===== config.mk =====
export PLATFORM = sky130hd
export DESIGN_NAME = bfsc_core
export DESIGN_NICKNAME = d
export VERILOG_FILES = /design/src/pkg/bfsc_pkg.sv /design/src/logic/bfsc_core.sv /design/src/logic/bfsc_decode.sv /design/src/logic/bfsc_w1c_bit.sv
export SDC_FILE = /design/constraint.sdc
export NUM_CORES = 1
export LEC_CHECK = 0
export ABC_AREA = 1
export BUFFER_PORTS_ARGS = -buffer_cell sky130_fd_sc_hd__buf_2
export CELL_PAD_IN_SITES_DETAIL_PLACEMENT = 1
export CELL_PAD_IN_SITES_GLOBAL_PLACEMENT = 1
export CORE_AREA = 5 5 103 105
export DETAILED_ROUTE_END_ITERATION = 8
export DIE_AREA = 0 0 108 110
export PLACE_DENSITY = 0.91
export SYNTH_ARGS = -nofsm -noshare
export SYNTH_HDL_FRONTEND = slang
export SYNTH_SLANG_ARGS = --single-unit

===== constraint.sdc =====
create_clock -name clk -period 0.9 [get_ports clk]
set_clock_uncertainty 0.1 [all_clocks]
set_input_delay 0.135 -clock clk [delete_from_list [all_inputs] [get_ports clk]]
set_output_delay 0.135 -clock clk [all_outputs]
set_load 0.005 [all_outputs]

===== src/pkg/bfsc_pkg.sv =====
// Package for bus fault status capture: field positions, access codes, event carriers.
// Assumes the system control space decodes to a byte address within the fault status word.
package bfsc_pkg;
  localparam logic [31:0] BFSC_STATUS_WORD_ADDR = 32'he000ed28;
  localparam logic [31:0] BFSC_CAUSE_BYTE_ADDR = 32'he000ed29;
  localparam int BFSC_BYTE_LANE = 1;
  localparam int BFSC_BIT_IBUS = 0;
  localparam int BFSC_BIT_SYNC = 1;
  localparam int BFSC_BIT_ASYNC = 2;
  localparam int BFSC_BIT_UNSTK = 3;
  localparam int BFSC_BIT_STK = 4;
  localparam int BFSC_BIT_LSP = 5;
  localparam int BFSC_BIT_RSVD = 6;
  localparam int BFSC_BIT_VALID = 7;
  localparam logic [7:0] BFSC_RESET_VALUE = 8'h00;
  localparam logic [7:0] BFSC_IMPL_MASK = 8'hbf;
  localparam logic [31:0] BFSC_ADDR_RESET = 32'h0000_0000;

  typedef enum logic [1:0]
  {
    BFSC_SZ_BYTE,
    BFSC_SZ_HALF,
    BFSC_SZ_WORD
  } bfsc_size_t;

  typedef struct packed
  {
    logic ifetch_issue_err;
    logic sync_data_err;
    logic async_data_err;
    logic unstack_err;
    logic stack_err;
    logic lazy_fp_err;
    logic [31:0] sync_addr;
    logic other_fault;
  } bfsc_evt_t;

  typedef struct packed
  {
    logic sel;
    logic wr;
    bfsc_size_t size;
    logic [31:0] addr;
    logic [31:0] wdata;
  } bfsc_req_t;
endpackage


===== src/logic/bfsc_core.sv =====
// Bus fault cause flags with address valid, readable and write-one-to-clear.
// Assumes fault events arrive as one-cycle strobes from the exception sequencer.
// Assumes register requests are levels sampled at the rising clock edge.
//
// Function
// - Set the address valid flag whenever a bus fault with a known address occurs.
// - Clear the address valid flag when a later, different fault occurs.
// - Set the lazy save flag only for a bus fault during lazy floating-point preservation.
// - Set the entry stacking flag when context push faults.
// - On stacking fault still adjust the stack pointer and capture no address.
// - Set the return unstacking flag when context pop faults.
// - On unstacking fault chain to handler, keep stack, no save and no address.
// - Set the async data flag for imprecise data errors and capture no address.
// - Async errors at higher execution priority become pending until priority drops.
// - A sync fault before the pending async handler leaves both flags set.
// - Set the sync data flag and capture the faulting address.
// - Set the fetch flag only on issue of the faulting instruction, with no address.
// - All flags are sticky and cleared by writing one or by reset; the address valid flag also clears on a later, different fault.
// - The byte is reachable at its own byte address and within the combined word.
`timescale 1ns/1ns
module bfsc_core
(
  input wire logic clk,
  input wire logic arst_n,
  input bfsc_pkg::bfsc_evt_t evt,
  input wire logic exec_prio_above_bus,
  input bfsc_pkg::bfsc_req_t req,
  output logic [31:0] rdata,
  output logic [7:0] bus_fault_cause_flags,
  output logic [31:0] bus_fault_address_reg,
  output logic bus_fault_pending,
  output logic bus_fault_activate,
  output logic sp_adjust,
  output logic chain_to_handler
);
  logic hit;
  logic [7:0] wbyte;
  logic [7:0] set_vec;
  logic [7:0] hw_clr_vec;
  logic [7:0] sw_clr_vec;
  logic [7:0] flags;
  logic [31:0] next_addr;
  logic next_pending;
  logic [31:0] next_rdata;
  logic rd_hit;
  logic wr_hit;
  logic next_activate;
  logic next_sp_adjust;
  logic next_chain;

  // Address decode
  bfsc_decode u_dec
  (
    .req(req),
    .hit(hit),
    .wbyte(wbyte)
  );

  // Per-bit set and clear strobes
  always_comb
  begin
    set_vec = 8'h00;
    hw_clr_vec = 8'h00;
    sw_clr_vec = 8'h00;
    if (evt.ifetch_issue_err)
    begin
      set_vec[bfsc_pkg::BFSC_BIT_IBUS] = 1'h1;
    end
    if (evt.sync_data_err)
    begin
      set_vec[bfsc_pkg::BFSC_BIT_SYNC] = 1'h1;
      set_vec[bfsc_pkg::BFSC_BIT_VALID] = 1'h1;
    end
    if (evt.async_data_err)
    begin
      set_vec[bfsc_pkg::BFSC_BIT_ASYNC] = 1'h1;
    end
    if (evt.unstack_err)
    begin
      set_vec[bfsc_pkg::BFSC_BIT_UNSTK] = 1'h1;
    end
    if (evt.stack_err)
    begin
      set_vec[bfsc_pkg::BFSC_BIT_STK] = 1'h1;
    end
    if (evt.lazy_fp_err)
    begin
      set_vec[bfsc_pkg::BFSC_BIT_LSP] = 1'h1;
    end
    if (evt.other_fault)
    begin
      hw_clr_vec[bfsc_pkg::BFSC_BIT_VALID] = 1'h1;
    end
    if (wr_hit)
    begin
      sw_clr_vec = wbyte & bfsc_pkg::BFSC_IMPL_MASK;
    end
  end

  // One sticky flag per implemented bit
  genvar gi;
  generate
    for (gi = 0; gi < 8; gi++)
    begin : g_flag
      if (gi == bfsc_pkg::BFSC_BIT_RSVD)
      begin : g_rsvd
        assign flags[gi] = 1'b0;
      end
      else
      begin : g_bit
        logic bit_set;
        logic bit_hw_clr;
        logic bit_sw_clr;
        assign bit_set = set_vec[gi];
        assign bit_hw_clr = hw_clr_vec[gi];
        assign bit_sw_clr = sw_clr_vec[gi];
        bfsc_w1c_bit u_bit
        (
          .clk(clk),
          .arst_n(arst_n),
          .set(bit_set),
          .hw_clr(bit_hw_clr),
          .sw_clr(bit_sw_clr),
          .flag(flags[gi])
        );
      end
    end
  endgenerate

  assign bus_fault_cause_flags = flags;

  // Read and write strobes
  always_comb
  begin
    rd_hit = 1'h0;
    wr_hit = 1'h0;
    if (hit)
    begin
      if (req.wr)
      begin
        wr_hit = 1'h1;
      end
      else
      begin
        rd_hit = 1'h1;
      end
    end
  end

  // Read data in the lane of the access size
  always_comb
  begin
    next_rdata = 32'h0000_0000;
    if (rd_hit)
    begin
      case (req.size)
        bfsc_pkg::BFSC_SZ_BYTE:
        begin
          next_rdata[7:0] = flags;
        end
        bfsc_pkg::BFSC_SZ_HALF:
        begin
          next_rdata[15:8] = flags;
        end
        bfsc_pkg::BFSC_SZ_WORD:
        begin
          next_rdata[15:8] = flags;
        end
        default:
        begin
          next_rdata = 32'h0000_0000;
        end
      endcase
    end
  end

  always_ff @(posedge clk or negedge arst_n)
  begin
    if (!arst_n)
    begin
      rdata <= 32'h0000_0000;
    end
    else
    begin
      rdata <= next_rdata;
    end
  end

  // Fault address capture, sync data errors only
  always_comb
  begin
    next_addr = bus_fault_address_reg;
    if (evt.sync_data_err)
    begin
      next_addr = evt.sync_addr;
    end
  end

  always_ff @(posedge clk or negedge arst_n)
  begin
    if (!arst_n)
    begin
      bus_fault_address_reg <= bfsc_pkg::BFSC_ADDR_RESET;
    end
    else
    begin
      bus_fault_address_reg <= next_addr;
    end
  end

  // Async errors held back behind higher priority
  always_comb
  begin
    next_pending = bus_fault_pending;
    if (evt.async_data_err && exec_prio_above_bus)
    begin
      next_pending = 1'h1;
    end
    else if (bus_fault_pending && !exec_prio_above_bus)
    begin
      next_pending = 1'h0;
    end
  end

  always_ff @(posedge clk or negedge arst_n)
  begin
    if (!arst_n)
    begin
      bus_fault_pending <= 1'h0;
    end
    else
    begin
      bus_fault_pending <= next_pending;
    end
  end

  // Activation once priority allows
  always_comb
  begin
    next_activate = 1'h0;
    if (!exec_prio_above_bus && (bus_fault_pending || evt.async_data_err))
    begin
      next_activate = 1'h1;
    end
  end

  always_ff @(posedge clk or negedge arst_n)
  begin
    if (!arst_n)
    begin
      bus_fault_activate <= 1'h0;
    end
    else
    begin
      bus_fault_activate <= next_activate;
    end
  end

  // Stack pointer still moves on a stacking fault
  always_comb
  begin
    next_sp_adjust = 1'h0;
    if (evt.stack_err)
    begin
      next_sp_adjust = 1'h1;
    end
  end

  always_ff @(posedge clk or negedge arst_n)
  begin
    if (!arst_n)
    begin
      sp_adjust <= 1'h0;
    end
    else
    begin
      sp_adjust <= next_sp_adjust;
    end
  end

  // Unstacking fault chains straight to the handler
  always_comb
  begin
    next_chain = 1'h0;
    if (evt.unstack_err)
    begin
      next_chain = 1'h1;
    end
  end

  always_ff @(posedge clk or negedge arst_n)
  begin
    if (!arst_n)
    begin
      chain_to_handler <= 1'h0;
    end
    else
    begin
      chain_to_handler <= next_chain;
    end
  end
endmodule


===== src/logic/bfsc_decode.sv =====
// Decodes a system control space access into a hit and the write data byte, taken from bits 15:8, or from bits 7:0 for a byte access.
// Assumes accesses are naturally aligned.
`timescale 1ns/1ns
module bfsc_decode
(
  input bfsc_pkg::bfsc_req_t req,
  output logic hit,
  output logic [7:0] wbyte
);
  always_comb
  begin
    hit = 1'b0;
    wbyte = req.wdata[15:8];
    if (req.sel)
    begin
      case (req.size)
        bfsc_pkg::BFSC_SZ_BYTE:
        begin
          hit = (req.addr == bfsc_pkg::BFSC_CAUSE_BYTE_ADDR);
          wbyte = req.wdata[7:0];
        end
        bfsc_pkg::BFSC_SZ_HALF:
        begin
          hit = (req.addr == bfsc_pkg::BFSC_STATUS_WORD_ADDR);
        end
        bfsc_pkg::BFSC_SZ_WORD:
        begin
          hit = (req.addr == bfsc_pkg::BFSC_STATUS_WORD_ADDR);
        end
        default:
        begin
          hit = 1'b0;
        end
      endcase
    end
  end
endmodule


===== src/logic/bfsc_w1c_bit.sv =====
// One sticky status flag: hardware set, software write-one-to-clear, optional hardware clear.
// Assumes set and clear are single-cycle strobes on clk.
`timescale 1ns/1ns
module bfsc_w1c_bit
(
  input wire logic clk,
  input wire logic arst_n,
  input wire logic set,
  input wire logic hw_clr,
  input wire logic sw_clr,
  output logic flag
);
  logic next_flag;

  always_comb
  begin
    next_flag = flag;
    if (sw_clr || hw_clr)
    begin
      next_flag = 1'b0;
    end
    if (set)
    begin
      next_flag = 1'b1;
    end
  end

  always_ff @(posedge clk or negedge arst_n)
  begin
    if (!arst_n)
    begin
      flag <= 1'b0;
    end
    else
    begin
      flag <= next_flag;
    end
  end
endmodule


==> summary.md <==
| Metric | Value |
|---|---|
| Outcome | `finished, violations left` |
| Violations in the final reports | `setup timing` |
| Synth-to-layout area growth | `74.0%` |
| Aggregate negative setup slack | `-15520 ps` |
| Stage delay of the slowest cell on the critical path | `240 ps` |
| Starting density of the core | `27.4%` |
| Hold Vio Cnt, Final | `0` |
| Crit-path leading delay family | `simple AND/OR/NAND/NOR gates` |
| Worst min-delay path endpoint | `g_flag[0].g_bit.u_bit.flag` |
| Pre-CTS WS | `-786 ps` |
| Launch point of the worst hold path | `req[0]` |
| Clock tree root buffer cell | `clkbuf_8` |
| Synthesized instance count | `294` |
| Count of cell types in the netlist | `21` |
| Number of vias per cell | `4.12` |
| Cell count of the worst reg-to-reg path | `5` |
| Number of placed cells counting well taps | `around 570` |
| Largest net degree at the start of global routing | `58` |
| Leading cell type in the layout, fill and taps excluded | `buf_2` |
| Net count reported at finish | `632` |
| Part of the Yosys area used for sequential elements | `54.6%` |
| Crit. Startpoint | `req[64]` |
| Remaining routing DRC violations | `0` |
| Biggest area contributors in the synthesized netlist | `dfrtp_1, nand2_1, buf_4` |
| Clock Tree Buf Depth | `2` |
| Initial antenna violation count | `1` |
| Routed WL | `between 10 and 15 mm` |
| Vias in the first global route | `3070` |
| Class of the tightest hold or removal check | `in2reg` |
| Mean instance size in the synthesized netlist | `8.89 um^2` |
| Placement Rows | `36` |
| Fraction of layout cells with a size suffix above 1 | `about half` |
| WP buf/inv | `2` |
| Total clock buffers created by CTS | `9` |
| Post-Layout Cell Count | `roughly 660` |
| Number of maximum-capacitance constraint violations | `0` |
| Slew margin rel. | `65.7%` |
| Starting DRT DRC Count | `103` |
| Total power of the final layout | `6.68 mW` |
| Setup repair after global routing missed its margin | `true` |
| Total of fill cells in the finished design | `1168` |
| Seq cells post-synth | `57` |
| First-pass GRT wire length | `15.1 mm` |
| Capturing point of the worst reg2reg path | `g_flag[7].g_bit.u_bit.flag` |
| Standard cell core area | `9550 um^2` |
| Category of the worst setup path launch point | `input pin` |
| Number of cells on the worst hold path | `5` |
| Highest routing layer actually used | `met4` |
| Detailed placer's ending HPWL | `between 6 and 7 mm` |
| Netlist area before placement | `2610 um^2` |
| Setup CP Type | `in2reg` |
| Remaining global-route overflow | `0` |
| Cell Pwr Density | `1470 nW/um^2` |
| I/O Buffers | `148` |
| Setup violations, final | `between 80 and 90` |
| Maximum vdd ir drop | `772 uV` |
| Die height | `approximately 110 um` |
| Latest clock arrival within the worst-skew pair | `330 ps` |
| Drt first pass iters | `4` |
| R2R Setup Slk | `-140 ps` |
| Met3 WL | `602 um` |
| Critical path, cell by cell | `buf_12 -> inv_8 -> ha_4 -> nand2_4 -> nand2_4 -> nor2_4 -> nand3_4 -> nor2_8 -> nand2_8 -> nor3_4` |
| Die Footprint | `11900 um^2` |
| Worst path most repeated cell | `nand2_4` |
| Wire length on met2 | `5.79 mm` |
| Weighted congestion reported at the end of routability-driven placement | `0.759` |
| Leakage dissipation | `2.55 nW` |
| Ports | `186` |
| Commonest non-fill, non-tap cells in the layout | `buf_2, nand2_1, dfrtp_1` |
| Antenna-violating nets left | `0` |
| Horiz. Die Dim | `108 um` |
| Drt wl/cell | `15.3 um` |
| Max FFs per register | `32` |
| Htree depth | `3` |
| Number of warnings reported in the yosys synthesis log | `0` |
| Arrival time of data at the critical path endpoint | `around 1300 ps` |
| CP required | `1040 ps` |
| Library cell occupying the most area in the post-synthesis netlist | `dfrtp_1` |
| Type of destination of the critical path | `flop` |
| Max Freq | `~0.84 GHz` |
| Final Worst Setup Slack | `-290 ps` |
| Overall via count from detail_route | `between 2000 and 3000` |
| Actual slew at the worst max-slew pin | `514 ps` |
| CP Max Fanout | `8` |
| Clock input transition at the sequential cells of the worst setup and hold paths | `70 ps` |
| Sink Count | `57` |
| Worst flop-to-flop path startpoint | `g_flag[7].g_bit.u_bit.flag` |
| Metal1 wirelength | `3.53 mm` |
| Slew Limit Fails | `0` |
| Standard cell with the maximum stage delay on the critical path | `ha_4` |
| Post-layout min period | `1190 ps` |
| Fin crit share | `132%` |
| Total GRT Usage | `16.4%` |
| Fraction of post-synthesis cell area in the top cell type by area | `54.6%` |
| CTS tree | `done` |
tightest hold or removal path: cells and delay by family:
family	cells	cell delay, ps
buffers and inverters	1	70
muxes	1	140
and+or+nand+nor	3	160
layout make-up:
type	instances	area [um^2]	area share [%]
Timing Repair Buffer	230	1510	33.3
Sequential cell	57	1430	31.4
Multi-Input combinational cell	197	1100	24.1
Tap cell	133	166	3.66
Clock buffer	9	124	2.72
Inverter	25	110	2.42
Clock inverter	7	104	2.28
Antenna cell	3	7.51	0.165
layer usage:
metal | track usage, % | vias up
li1 | - | 1302
met1 | 17.0 | 1310
met2 | 31.6 | 98
met3 | 4.31 | 13
met4 | 5.95 | 0
met5 | 0 | -
cells in the mapped netlist:
master,count
nand2_2,2
nand4_1,1
nor2_1,21
nand3_4,1
mux2_2,7
conb_1,1
nor2_2,3
nand3_2,1
nor3_2,8
ha_1,2
nand2_4,1
nand3_1,7
nor2_8,1
clkinv_1,1
dfrtp_1,57
buf_4,26
nand2_1,119
clkbuf_1,8
nand3b_1,2
o21bai_1,1
inv_1,24
metrics by stage:
step | hold slack [ps] | utilization [%] | cell area, um^2
after detailed placement | 64.3 | 36.8 | 3510
after global routing | 131 | 47.6 | 4540
after CTS | 109 | 45.6 | 4350
after global placement | 56.0 | 36.8 | 3510
final | 125 | 47.6 | 4550
after floorplan | -261 | - | 2750
report_power, final:
| part | total [mW] | internal [mW] | switching (mW) |
|---|---|---|---|
| Combinational | 1.22 | 0.654 | 0.562 |
| Clock | 2.69 | 1.59 | 1.11 |
| Sequential | 2.77 | 2.70 | 0.0722 |
logic make-up (layout without fill, tap and decap cells):
kind of cell               Yosys count  in the layout  synth area share, %
DFF                                 57             57                 54.6
other                                1             22                0.144
adders and majority gates            2              2                0.958
buffers and inverters               59            271                 12.2
and+or+nand+nor                    167            168                 28.8
AOI/OAI and AO/OA                    1              1                0.287
muxes                                7              7                 3.02
worst max-delay path by stage:
stage	end	cells past startpoint	slack, ps
2_1_floorplan	g_flag[1].g_bit.u_bit.flag	9	-450
3_3_place_gp	rdata[9]	10	-690
3_5_place_dp	rdata[15]	10	-790
4_1_cts	rdata[3]	10	-260
5_1_grt	rdata[4]	10	-360
6_report	rdata[15]	10	-290
what timing repair did:
item	in CTS	in global routing
pin swaps	14	6
cloned	1	0
endpoints found under the hold margin	99	0
resized for setup	18	13
endpoints found under the setup margin	78	80
buffers inserted	17	17
hold buffers	40	0
Power figures use the tool's default switching activity.
